**config.mk**
```make
export PLATFORM = sky130hd
export DESIGN_NAME = multiply_negate_move_exec
export DESIGN_NICKNAME = d
export VERILOG_FILES = /design/src/rtl/mne_pkg.sv /design/src/rtl/math_if.sv /design/src/rtl/multiply_negate_move_exec.sv /design/src/rtl/byte_math_unit.sv
export SDC_FILE = /design/constraint.sdc
export NUM_CORES = 1
export LEC_CHECK = 0
export ABC_AREA = 1
export BUFFER_PORTS_ARGS = -buffer_cell sky130_fd_sc_hd__clkbuf_2
export CAP_MARGIN = 25
export CORE_MARGIN = 3
export CORE_UTILIZATION = 60
export DETAILED_ROUTE_END_ITERATION = 10
export GPL_ROUTABILITY_DRIVEN = 0
export PLACE_DENSITY = 0.9
export SLEW_MARGIN = 20
export SYNTH_ARGS = -nofsm -noshare
export SYNTH_HDL_FRONTEND = slang
export SYNTH_SLANG_ARGS = --single-unit
```
**constraint.sdc**
```tcl
create_clock -name core_clk -period 5.98 [get_ports core_clk]
set_clock_uncertainty 0.15 [all_clocks]
set_input_delay 0.598 -clock core_clk [delete_from_list [all_inputs] [get_ports core_clk]]
set_output_delay 0.598 -clock core_clk [all_outputs]
set_load 0.01 [all_outputs]
```
**src/rtl/mne_pkg.sv**
```systemverilog
// Purpose: Shared constants and types for the byte instruction datapath
// Assumes: 8-bit data, 12-bit data memory address, 16-bit program words
// Notes: Register map offsets are word indices on the plain register port
package mne_pkg;

  // ----------------------------------------------------------------------
  // Widths
  // ----------------------------------------------------------------------
  localparam int DATA_W = 8;
  localparam int ADDR_W = 12;
  localparam int BANK_W = 4;
  localparam int FLAG_W = 5;
  localparam int INSTR_W = 16;
  localparam int REG_ADDR_W = 3;

  // ----------------------------------------------------------------------
  // Opcode fields
  // ----------------------------------------------------------------------
  localparam logic [6:0] OPC_STORE_ACC = 7'h37;
  localparam logic [6:0] OPC_NEGATE = 7'h36;
  localparam logic [6:0] OPC_MUL_FILE = 7'h01;
  localparam logic [7:0] OPC_MUL_LIT = 8'h0d;
  localparam logic [15:0] NOP_ZERO_WORD = 16'h0000;
  localparam logic [3:0] NOP_TOP_NIBBLE = 4'hf;

  // ----------------------------------------------------------------------
  // Operand addressing
  // ----------------------------------------------------------------------
  localparam logic [7:0] INDEX_LIMIT = 8'h5f;
  localparam logic [3:0] ACCESS_LOW_BANK = 4'h0;
  localparam logic [3:0] ACCESS_HIGH_BANK = 4'hf;

  // ----------------------------------------------------------------------
  // Register map and reset values
  // ----------------------------------------------------------------------
  localparam logic [2:0] REG_ACC = 3'h0;
  localparam logic [2:0] REG_BANK = 3'h1;
  localparam logic [2:0] REG_STATUS = 3'h2;
  localparam logic [2:0] REG_PROD_LOW = 3'h3;
  localparam logic [2:0] REG_PROD_HIGH = 3'h4;
  localparam logic [2:0] REG_CTRL = 3'h5;
  localparam logic [2:0] REG_INDEX_LOW = 3'h6;
  localparam logic [2:0] REG_INDEX_HIGH = 3'h7;
  localparam int CTRL_EXT_BIT = 0;
  localparam logic [7:0] ACC_RST = 8'h00;
  localparam logic [3:0] BANK_RST = 4'h0;
  localparam logic [4:0] STATUS_RST = 5'h00;
  localparam logic [7:0] PROD_RST = 8'h00;
  localparam logic CTRL_EXT_RST = 1'b0;
  localparam logic [11:0] INDEX_RST = 12'h000;

  // ----------------------------------------------------------------------
  // Status flag bit positions
  // ----------------------------------------------------------------------
  localparam int CARRY_FLAG = 0;
  localparam int NIBBLE_CARRY_FLAG = 1;
  localparam int ZERO_FLAG = 2;
  localparam int SIGNED_RANGE_FLAG = 3;
  localparam int NEGATIVE_FLAG = 4;

  // ----------------------------------------------------------------------
  // Types
  // ----------------------------------------------------------------------
  typedef enum logic [3:0] {
    PH_DECODE = 4'b0001,
    PH_READ = 4'b0010,
    PH_PROC = 4'b0100,
    PH_WRITE = 4'b1000
  } phase_t;

  typedef enum logic [3:0] {
    OP_NONE = 4'b0001,
    OP_STORE_ACC = 4'b0010,
    OP_MUL = 4'b0100,
    OP_NEG = 4'b1000
  } op_t;

endpackage

```
**src/rtl/math_if.sv**
```systemverilog
// Purpose: Carries operands and results between core and arithmetic unit
// Assumes: Purely combinational unit on the far side
// Notes: None
interface math_if;
  import mne_pkg::*;

  logic [DATA_W-1:0] acc;
  logic [DATA_W-1:0] operand;
  logic [2*DATA_W-1:0] product;
  logic [DATA_W-1:0] neg_result;
  logic [FLAG_W-1:0] neg_flags;

  modport unit (input acc, input operand, output product, output neg_result, output neg_flags);
  modport core (output acc, output operand, input product, input neg_result, input neg_flags);
endinterface

```
**src/rtl/multiply_negate_move_exec.sv**
```systemverilog
// Purpose: Executes store, multiply, negate and no-operation instructions
// Assumes: Data memory reads are synchronous with one cycle of latency
// Notes: One instruction cycle is four core_clk quarters
//
// What this block does
// RULE1: Store copies accumulator to the file register; accumulator and flags unchanged.
// RULE2: Access bit 0, extended set on, address up to 95 uses indexed offset.
// RULE3: One word, one instruction cycle: decode, read, process, write quarters.
// RULE4: Literal multiply forms unsigned accumulator times literal into the product pair.
// RULE5: File multiply puts accumulator times file into product; sources unchanged.
// RULE6: Both multiplies leave all status flags untouched.
// RULE7: Literal multiply leaves the accumulator unchanged.
// RULE8: Access bit 0 selects access bank; 1 uses bank select register.
// RULE9: Negate replaces the file register with its inverse plus one.
// RULE10: Negate updates negative, range, carry, nibble carry and zero flags.
// RULE11: All-zero word and top nibble 1111 are one-cycle no-operations.
// RULE12: Otherwise access bit 0 uses plain access bank addressing.
module multiply_negate_move_exec
  import mne_pkg::*;
(
  // Clock and reset
  input logic core_clk,
  input logic arst_n,
  // Instruction stream
  input logic instr_valid,
  input logic [INSTR_W-1:0] instr_word,
  output logic instr_taken,
  output logic instr_done,
  output logic [3:0] q_phase,
  // Data memory
  output logic [ADDR_W-1:0] mem_addr,
  output logic mem_rd_en,
  output logic mem_wr_en,
  output logic [DATA_W-1:0] mem_wdata,
  input logic [DATA_W-1:0] mem_rdata,
  // Register port
  input logic [REG_ADDR_W-1:0] reg_addr,
  input logic [DATA_W-1:0] reg_wdata,
  input logic reg_wr,
  input logic reg_rd,
  output logic [DATA_W-1:0] reg_rdata
);

  // ----------------------------------------------------------------------
  // State
  // ----------------------------------------------------------------------
  phase_t phase;
  phase_t next_phase;
  op_t cur_op;
  logic cur_valid;
  logic cur_nop;
  logic cur_a;
  logic cur_lit;
  logic [7:0] cur_f;
  logic [DATA_W-1:0] acc;
  logic [BANK_W-1:0] bank_select_register;
  logic [FLAG_W-1:0] status;
  logic [DATA_W-1:0] product_high;
  logic [DATA_W-1:0] product_low;
  logic ext_enable;
  logic [ADDR_W-1:0] index_base;

  // ----------------------------------------------------------------------
  // Decode
  // ----------------------------------------------------------------------
  logic is_store;
  logic is_neg;
  logic is_mul_file;
  logic is_mul_lit;
  logic is_nop;
  logic needs_file;
  op_t dec_op;
  logic [7:0] dec_f;
  logic dec_a;

  assign dec_f = instr_word[7:0];
  assign dec_a = instr_word[8];
  assign is_store = (instr_word[15:9] == OPC_STORE_ACC);  // [RULE1]
  assign is_neg = (instr_word[15:9] == OPC_NEGATE);  // [RULE9]
  assign is_mul_file = (instr_word[15:9] == OPC_MUL_FILE);  // [RULE5]
  assign is_mul_lit = (instr_word[15:8] == OPC_MUL_LIT);  // [RULE4]
  assign is_nop = (instr_word == NOP_ZERO_WORD) ||
                  (instr_word[15:12] == NOP_TOP_NIBBLE);  // [RULE11]
  assign needs_file = is_store || is_neg || is_mul_file;
  assign dec_op = is_store ? OP_STORE_ACC :
                  (is_mul_file || is_mul_lit) ? OP_MUL :
                  is_neg ? OP_NEG : OP_NONE;

  // ----------------------------------------------------------------------
  // Operand address resolution
  // ----------------------------------------------------------------------
  logic index_mode;
  logic [ADDR_W-1:0] index_addr;
  logic [ADDR_W-1:0] access_addr;
  logic [ADDR_W-1:0] bank_addr;
  logic [ADDR_W-1:0] next_addr;

  assign index_mode = !dec_a && ext_enable && (dec_f <= INDEX_LIMIT);  // [RULE2]
  assign index_addr = 12'(index_base + {4'h0, dec_f});  // [RULE2]
  assign access_addr = (dec_f <= INDEX_LIMIT) ? {ACCESS_LOW_BANK, dec_f} :
                       {ACCESS_HIGH_BANK, dec_f};  // [RULE12]
  assign bank_addr = {bank_select_register, dec_f};  // [RULE8]
  assign next_addr = dec_a ? bank_addr : index_mode ? index_addr : access_addr;  // [RULE8]

  // ----------------------------------------------------------------------
  // Quarter phase sequencer
  // ----------------------------------------------------------------------
  always_comb begin
    unique case (phase)
      PH_DECODE: next_phase = PH_READ;  // [RULE3]
      PH_READ: next_phase = PH_PROC;
      PH_PROC: next_phase = PH_WRITE;
      PH_WRITE: next_phase = PH_DECODE;
      default: next_phase = PH_DECODE;
    endcase
  end

  always_ff @(posedge core_clk or negedge arst_n) begin
    if (!arst_n) begin
      phase <= PH_DECODE;
    end else begin
      phase <= next_phase;
    end
  end

  // Instruction capture in the decode quarter
  always_ff @(posedge core_clk or negedge arst_n) begin
    if (!arst_n) begin
      cur_valid <= 1'b0;
      cur_op <= OP_NONE;
      cur_nop <= 1'b0;
      cur_a <= 1'b0;
      cur_lit <= 1'b0;
      cur_f <= 8'h00;
      mem_addr <= 12'h000;
      mem_rd_en <= 1'b0;
      instr_taken <= 1'b0;
    end else if (phase == PH_DECODE) begin
      cur_valid <= instr_valid;
      cur_op <= instr_valid ? dec_op : OP_NONE;
      cur_nop <= instr_valid && is_nop;
      cur_a <= dec_a;
      cur_lit <= is_mul_lit;
      cur_f <= dec_f;
      mem_addr <= next_addr;
      mem_rd_en <= instr_valid && needs_file;  // [RULE3]
      instr_taken <= instr_valid;
    end else begin
      mem_rd_en <= 1'b0;
      instr_taken <= 1'b0;
    end
  end

  // ----------------------------------------------------------------------
  // Arithmetic unit
  // ----------------------------------------------------------------------
  math_if math ();
  logic [DATA_W-1:0] mul_operand;

  assign mul_operand = cur_lit ? cur_f : mem_rdata;  // [RULE4] [RULE5]
  assign math.acc = acc;
  assign math.operand = mul_operand;

  byte_math_unit u_math (
    .math(math.unit)
  );

  // ----------------------------------------------------------------------
  // Process quarter results, visible in the write quarter
  // ----------------------------------------------------------------------
  logic exec_proc;
  logic exec_store;
  logic exec_neg;
  logic exec_mul;

  assign exec_proc = (phase == PH_PROC) && cur_valid;
  assign exec_store = exec_proc && (cur_op == OP_STORE_ACC);
  assign exec_neg = exec_proc && (cur_op == OP_NEG);
  assign exec_mul = exec_proc && (cur_op == OP_MUL);

  always_ff @(posedge core_clk or negedge arst_n) begin
    if (!arst_n) begin
      mem_wr_en <= 1'b0;
      mem_wdata <= 8'h00;
      instr_done <= 1'b0;
    end else begin
      mem_wr_en <= exec_store || exec_neg;  // [RULE1] [RULE9]
      if (exec_store) begin
        mem_wdata <= acc;  // [RULE1]
      end else if (exec_neg) begin
        mem_wdata <= math.neg_result;  // [RULE9]
      end
      instr_done <= exec_proc;
    end
  end

  // ----------------------------------------------------------------------
  // Architectural registers: execution wins over a same-cycle bus write
  // ----------------------------------------------------------------------
  logic wr_acc;
  logic wr_bank;
  logic wr_status;
  logic wr_prod_low;
  logic wr_prod_high;
  logic wr_ctrl;
  logic wr_index_low;
  logic wr_index_high;

  assign wr_acc = reg_wr && (reg_addr == REG_ACC);
  assign wr_bank = reg_wr && (reg_addr == REG_BANK);
  assign wr_status = reg_wr && (reg_addr == REG_STATUS);
  assign wr_prod_low = reg_wr && (reg_addr == REG_PROD_LOW);
  assign wr_prod_high = reg_wr && (reg_addr == REG_PROD_HIGH);
  assign wr_ctrl = reg_wr && (reg_addr == REG_CTRL);
  assign wr_index_low = reg_wr && (reg_addr == REG_INDEX_LOW);
  assign wr_index_high = reg_wr && (reg_addr == REG_INDEX_HIGH);

  always_ff @(posedge core_clk or negedge arst_n) begin
    if (!arst_n) begin
      acc <= ACC_RST;
      bank_select_register <= BANK_RST;
      ext_enable <= CTRL_EXT_RST;
      index_base <= INDEX_RST;
    end else begin
      if (wr_acc) acc <= reg_wdata;  // [RULE7]
      if (wr_bank) bank_select_register <= reg_wdata[BANK_W-1:0];
      if (wr_ctrl) ext_enable <= reg_wdata[CTRL_EXT_BIT];
      if (wr_index_low) index_base[7:0] <= reg_wdata;
      if (wr_index_high) index_base[11:8] <= reg_wdata[3:0];
    end
  end

  always_ff @(posedge core_clk or negedge arst_n) begin
    if (!arst_n) begin
      status <= STATUS_RST;
      product_low <= PROD_RST;
      product_high <= PROD_RST;
    end else begin
      if (exec_neg) begin
        status <= math.neg_flags;  // [RULE10] [RULE6]
      end else if (wr_status) begin
        status <= reg_wdata[FLAG_W-1:0];
      end
      if (exec_mul) begin
        product_high <= math.product[15:8];  // [RULE4]
        product_low <= math.product[7:0];
      end else begin
        if (wr_prod_low) product_low <= reg_wdata;
        if (wr_prod_high) product_high <= reg_wdata;
      end
    end
  end

  // ----------------------------------------------------------------------
  // Register read port
  // ----------------------------------------------------------------------
  logic [DATA_W-1:0] read_mux;

  assign read_mux = (reg_addr == REG_ACC) ? acc :
                    (reg_addr == REG_BANK) ? {4'h0, bank_select_register} :
                    (reg_addr == REG_STATUS) ? {3'h0, status} :
                    (reg_addr == REG_PROD_LOW) ? product_low :
                    (reg_addr == REG_PROD_HIGH) ? product_high :
                    (reg_addr == REG_CTRL) ? {7'h00, ext_enable} :
                    (reg_addr == REG_INDEX_LOW) ? index_base[7:0] :
                    {4'h0, index_base[11:8]};

  always_ff @(posedge core_clk or negedge arst_n) begin
    if (!arst_n) begin
      reg_rdata <= 8'h00;
      q_phase <= PH_DECODE;
    end else begin
      reg_rdata <= reg_rd ? read_mux : 8'h00;
      q_phase <= next_phase;
    end
  end
endmodule

```
**src/rtl/byte_math_unit.sv**
```systemverilog
// Purpose: Unsigned 8x8 multiply and two's complement negate with flags
// Assumes: Operands are stable for the process quarter
// Notes: Combinational; the core registers every result
module byte_math_unit
  import mne_pkg::*;
(
  // Operand and result carrier
  math_if.unit math
);

  logic [DATA_W-1:0] neg_value;
  logic [FLAG_W-1:0] flags;

  // Product never overflows the 16-bit pair
  assign math.product = {8'h00, math.acc} * {8'h00, math.operand};
  assign neg_value = 8'(~math.operand + 8'h01);
  assign math.neg_result = neg_value;

  // Negate is 0 - f: carry means no borrow, only for f = 0
  assign flags[CARRY_FLAG] = (math.operand == 8'h00);
  assign flags[NIBBLE_CARRY_FLAG] = (math.operand[3:0] == 4'h0);
  assign flags[ZERO_FLAG] = (neg_value == 8'h00);
  assign flags[SIGNED_RANGE_FLAG] = (math.operand == 8'h80);
  assign flags[NEGATIVE_FLAG] = neg_value[7];
  assign math.neg_flags = flags;

endmodule

```
### Yosys cells after proc, flatten, opt, wreduce, memory -nomap -nowiden

Index checks and enable logic that the tools add are counted.

| word-level totals | value |
|---|---|
| register bits after elaboration | 96 |
| output and inout bits | 36 |
| input port bits | 40 |

| cells by class | value |
|---|---|
| multiplexer cells | 27 |
| reduce and logical (&&, ||, !) cells | 28 |
| $lt $le $gt $ge | 1 |
| $mul | 1 |
| bitwise gates (word level) | 1 |
| eq/ne operators | 18 |
| add/sub/neg operators | 2 |

Operators with widths:

| cell | number |
|---|---|
| $mux 8 | 15 |
| $mux 12 | 3 |
| $logic_not 8->1 | 2 |
| $mul 8x8->16 | 1 |
| $mux 4 | 4 |
| $logic_and 1x1->1 | 15 |
| $eq 7x6->1 const B | 2 |
| $add 12x8->12 | 1 |
| $eq 3x3->1 const B | 4 |
| $pmux 4 s3 | 1 |
| $mux 5 | 2 |
| $add 8x1->8 const B | 1 |
| $eq 4x2->1 const B | 2 |
| $eq 4x3->1 const B | 2 |
| $eq 8x4->1 const B | 1 |
| $eq 8x8->1 const B | 1 |
| $le 8x7->1 const B | 1 |
| $not 8->8 | 1 |
| $reduce_bool 2->1 | 4 |
| $eq 7x1->1 const B | 1 |
| $eq 3x2->1 const B | 2 |
| $eq 4x1->1 const B | 1 |
| $eq 4x4->1 const B | 1 |
| $logic_not 4->1 | 1 |
| 5 further kinds | 9 |

### Depth between registers and ports, before layout

| depth | value |
|---|---|
| word-level depth | 9 |
| depth in mapped cells | 21 |
| mapped depth without buffers | 20 |

### Modules after synthesis

A second synthesis with hierarchy kept.

| unflattened totals | value |
|---|---|
| cells, all modules | 1092 |
| area total of the unflattened synthesis | 7795.0 um^2 |

By module, submodules not included:

| module | seq. area each (um^2) | cells an instance | instances | area each (um^2) |
|---|---|---|---|---|
| multiply_negate_move_exec | 2404.8 | 654 | 1 | 5054.8 |
| byte_math_unit | 0.0 | 438 | 1 | 2740.1 |

### Worst setup path after synthesis

No wires, ideal clock.

| timing path | value |
|---|---|
| kind | input-to-reg |
| start | in mem_rdata[7] |
| end | reg product_high[2] |
| path buffers | 0 |
| data arrival time | 4.378 ns |
| cell stages on the path | 18 |
| path slack | 1.328 ns |
| cells stage by stage | o21ai_1 inv_1 nand2_1 fa_1 fa_1 inv_1 fa_1 inv_1 fa_1 inv_1 ha_1 nand2_1 o21ai_0 a21oi_1 o21ai_0 nand2_1 nand2_1 o21bai_1 |

| on the way | value |
|---|---|
| cells in the longest elaborated chain, start to end | 3 |

RTL lines:

| element | line | source |
|---|---|---|
| start, declared | multiply_negate_move_exec.sv:35 | `input logic [DATA_W-1:0] mem_rdata,` |
| $mux 8 | multiply_negate_move_exec.sv:160 | `assign mul_operand = cur_lit ? cur_f : mem_rdata;` |
| $mul 8x8->16 | byte_math_unit.sv:15 | `assign math.product = {8'h00, math.acc} * {8'h00, math.operand};` |
| $mux 8 | multiply_negate_move_exec.sv:244 | `if (exec_mul) begin` |
| end signal, assigned | multiply_negate_move_exec.sv:245 | `product_high <= math.product[15:8];` |
| end signal, assigned | multiply_negate_move_exec.sv:249 | `if (wr_prod_high) product_high <= reg_wdata;` |
| end, declared | multiply_negate_move_exec.sv:58 | `logic [DATA_W-1:0] product_high;` |

No other way between the ends.
A chain may end at the register's enable or synchronous reset.

### Final worst setup path

| timing path | value |
|---|---|
| start | reg cur_lit |
| end | reg product_high[2] |

| on the way | value |
|---|---|
| cells in the longest elaborated chain, start to end | 3 |

RTL lines:

| element | line | source |
|---|---|---|
| start, declared | multiply_negate_move_exec.sv:53 | `logic cur_lit;` |
| start signal, assigned | multiply_negate_move_exec.sv:143 | `cur_lit <= is_mul_lit;` |
| $mux 8 | multiply_negate_move_exec.sv:160 |  |
| $mul 8x8->16 | byte_math_unit.sv:15 |  |
| $mux 8 | multiply_negate_move_exec.sv:244 |  |

No other way between the ends.

==> flow_metrics.tcl <==
set metrics [dict create \
    critPathCaptureType "flip-flop" \
    cts.htree.levels 3 \
    rows 39 \
    die_w_um 114.8 \
    chipHeight_um 114.8 \
    cap_violations 0 \
    final-seq-area_sq_um 2405 \
    synth_area_leader_cell "dfrtp_1" \
    initial_core_util 0.6168 \
    yosys_register_bits 96 \
    min_path_type "input port to asynchronous set/reset pin" \
    maxSlewViolCount 0 \
    finalCriticalPeriod_ps 5353 \
    cts.path.max_buffers 2 \
    ctsHoldBuffers 0 \
    drive_gt1_frac 0.1174 \
    drt_wl_total_um 19820 \
    peakVddDrop_uv 253.8 \
    antenna_found_initial 0 \
    root_buffer "clkbuf_16" \
    cts_buffers 9 \
    synth_edf_count 0 \
    yosysWarningCount 0 \
    ant_nets 0 \
    io_pins 76 \
    yosysTopAreaCellShare 0.3312 \
    synthAdderAreaFrac 0.1835 \
    cpLargestDelayFamily "adder cells" \
    start_kind "flip-flop" \
    cp_slowest_cell "dfrtp_1" \
    cts_tree "done" \
    drc 0 \
    cp.required_ps 6110 \
    worstPathArrival_ps 5480 \
    p_total_uw 2569 \
    grt_pass1_wl_um 32040 \
    leakage_uw 0.004087 \
    synth_area_per_cell_sq_um 7.646 \
    synth-simple-area-share 0.2339 \
    netlist_instances 929 \
    synth_xor_area_frac 0.009864 \
    diodes 0 \
    post_cts_buffers 0 \
    powerDensity_nw_per_um2 325.6 \
    grt.total_usage 0.3122 \
    synth.area.mux_share 0 \
    ys_seq_area_frac 0.3386 \
    synth_cell_type_count 48 \
    insertion_delay_ps 360 \
    fin_tns_setup_ps 0 \
    fillers 896 \
    cp_max_fo 13 \
    setup_viol_count_final 0 \
    place_hpwl_um 15440 \
    synth-compound-area-share 0.1481 \
    grt_pass1_vias 6479 \
    overflow 0 \
    drt_iter0_drc 766 \
    cts_sinks 96 \
    vias 6778 \
    via_per_inst 5.904 \
    rsz0062_at_grt "no" \
    max_freq_mhz 186.8 \
    area_growth_syn_to_layout_pct 11.08 \
    final-hold-violation-count 0 \
    routedWlPerCell_um 17.26 \
    path_cells "inv_2 -> or2_1 -> o21ai_2 -> inv_1 -> nand2_1 -> fa_1 -> fa_1 -> inv_1 -> fa_1 -> inv_1 -> fa_1 -> inv_1 -> ha_1 -> a21oi_1 -> o21ai_0 -> a21oi_1 -> o21ai_0 -> nand2_1 -> nand2_1 -> o21bai_1" \
    path_clk_slew_ps 80 \
    syn-num-nets 1051 \
    outcome "finished, final reports clean" \
    async_reset_ff_frac 1.000 \
    multiInputGateArea_sq_um 4088 \
    fp.dieArea_sq_um 13180 \
    post-route-util 0.6851 \
    core_sq_um 11520 \
    r2r_cells 20 \
    post_cts_resized 0 \
    port_buffers 75 \
    synth_ff_type "dfrtp_1" \
    min_period_over_period 0.8951 \
    cp.depth 20 \
    tightest_slew_ps 750.7 \
    grt_max_degree 62 \
    drtPass1Iterations 6 \
    slowest_delay_ps 630 \
    cp.buffers_inverters 5 \
    yosys-top-cells-area "dfrtp_1, nand2_1, fa_1, ha_1, inv_1" \
    syn_area_sq_um 7103 \
    crit_type "flip-flop to flip-flop" \
    synth_top_family_by_area "simple AND/OR/NAND/NOR gates" \
    slew_headroom 0.4982 \
    layout.nets 1122 \
]
## path summary, 6_finish.rpt
check                           slack [ps]                  from                     endpoint
worst min-delay path                    30                arst_n      mem_addr[3]$_DFFE_PN0P_
worst max-delay path                   630   cur_lit$_DFFE_PN0P_  product_high[2]$_DFFE_PN0P_
worst min register to register         340  cur_f[5]$_DFFE_PN0P_         cur_f[5]$_DFFE_PN0P_
max in group asynchronous             4540                arst_n        status[2]$_DFFE_PN0P_
min in group core_clk                  330           instr_valid        cur_valid$_DFFE_PN0P_
worst max register to register         630   cur_lit$_DFFE_PN0P_  product_high[2]$_DFFE_PN0P_
## flip-flops by register name (all words and copies together), names as in the netlist, 4 cells and up
name	count
reg_rdata	8
acc	8
bank_select_register	4
mem_addr	12
cur_f	8
mem_wdata	8
cur_op	4
status	5
index_base	12
product_low	8
q_phase	4
product_high	8
## cell usage in the layout (no fill, tap or decap), types with 10 or more instances in the layout
cell type,count
a21oi_1,65
clkbuf_2,74
inv_1,129
nand3_1,45
o211ai_1,10
nor2_1,111
dfrtp_1,94
nand2_1,211
ha_1,45
fa_1,37
o21ai_0,71
## where the power goes
group / total [uW] / internal [uW] / switching, uW
logic: 1150 / 419 / 735
clock network: 611 / 334 / 277
registers: 804 / 728 / 76.5
## cell families after synthesis
group,Yosys count
AO/OA/AOI/OAI,187
AND/OR/NAND/NOR,402
adder cells (fa/ha/maj),82
flip-flops,96
XOR/XNOR,8
buffers and inverters,154
## per-layer routing
layer  share of wire  wire length (um)  vias to the layer above  global-route usage
met3           0.083              1640                       90             0.05737
met5               0                 0                        -                   0
met2            0.47              9310                      389              0.4994
met1            0.39              7655                     3140              0.4034
met4           0.061              1209                        0              0.1721
li1                -                 -                     3159                   -
## cells in the mapped netlist (all sizes together) (9+ instances only)
cell / n
nor3: 9
o211ai: 10
o21ai: 77
dfrtp: 94
buf: 10
nand3: 46
nand2: 215
nor2: 116
ha: 45
inv: 135
fa: 37
a21oi: 66
## area by class of cell
type,instances,share of cell area
multi-input cells,679,0.5181
flip-flops and latches,96,0.3048
inverters,137,0.06518
repair buffers,77,0.04979
clock buffers,9,0.02854
well taps,143,0.02268
clock inverters,7,0.01094
## per-stage QoR
step | instances | cell area, sq um | hold slack (ps) | setup WS, ps
final | 1148 | 7890 | 28.16 | 627.5
after global routing | 1148 | 7890 | 72.37 | 313.3
after CTS | 1148 | 7890 | 51.53 | 736.0
after detailed placement | 1132 | 7579 | 315.0 | 789.9
after global placement | 1132 | 7579 | 310.9 | 967.3
after floorplan | 929 | 7103 | 152.4 | 1328
## worst reg2reg max path, cell delays in order, from the launching register on
cell      delay [ps]
dfrtp_1          630
inv_2            170
or2_1            250
o21ai_2          240
inv_1            200
nand2_1          120
fa_1             440
fa_1             560
inv_1             60
fa_1             540
inv_1             70
fa_1             530
inv_1             40
ha_1             340
a21oi_1          180
o21ai_0          130
a21oi_1          210
o21ai_0          160
nand2_1           90
nand2_1           50
o21bai_1         140
(Power assumes the default switching activity.)
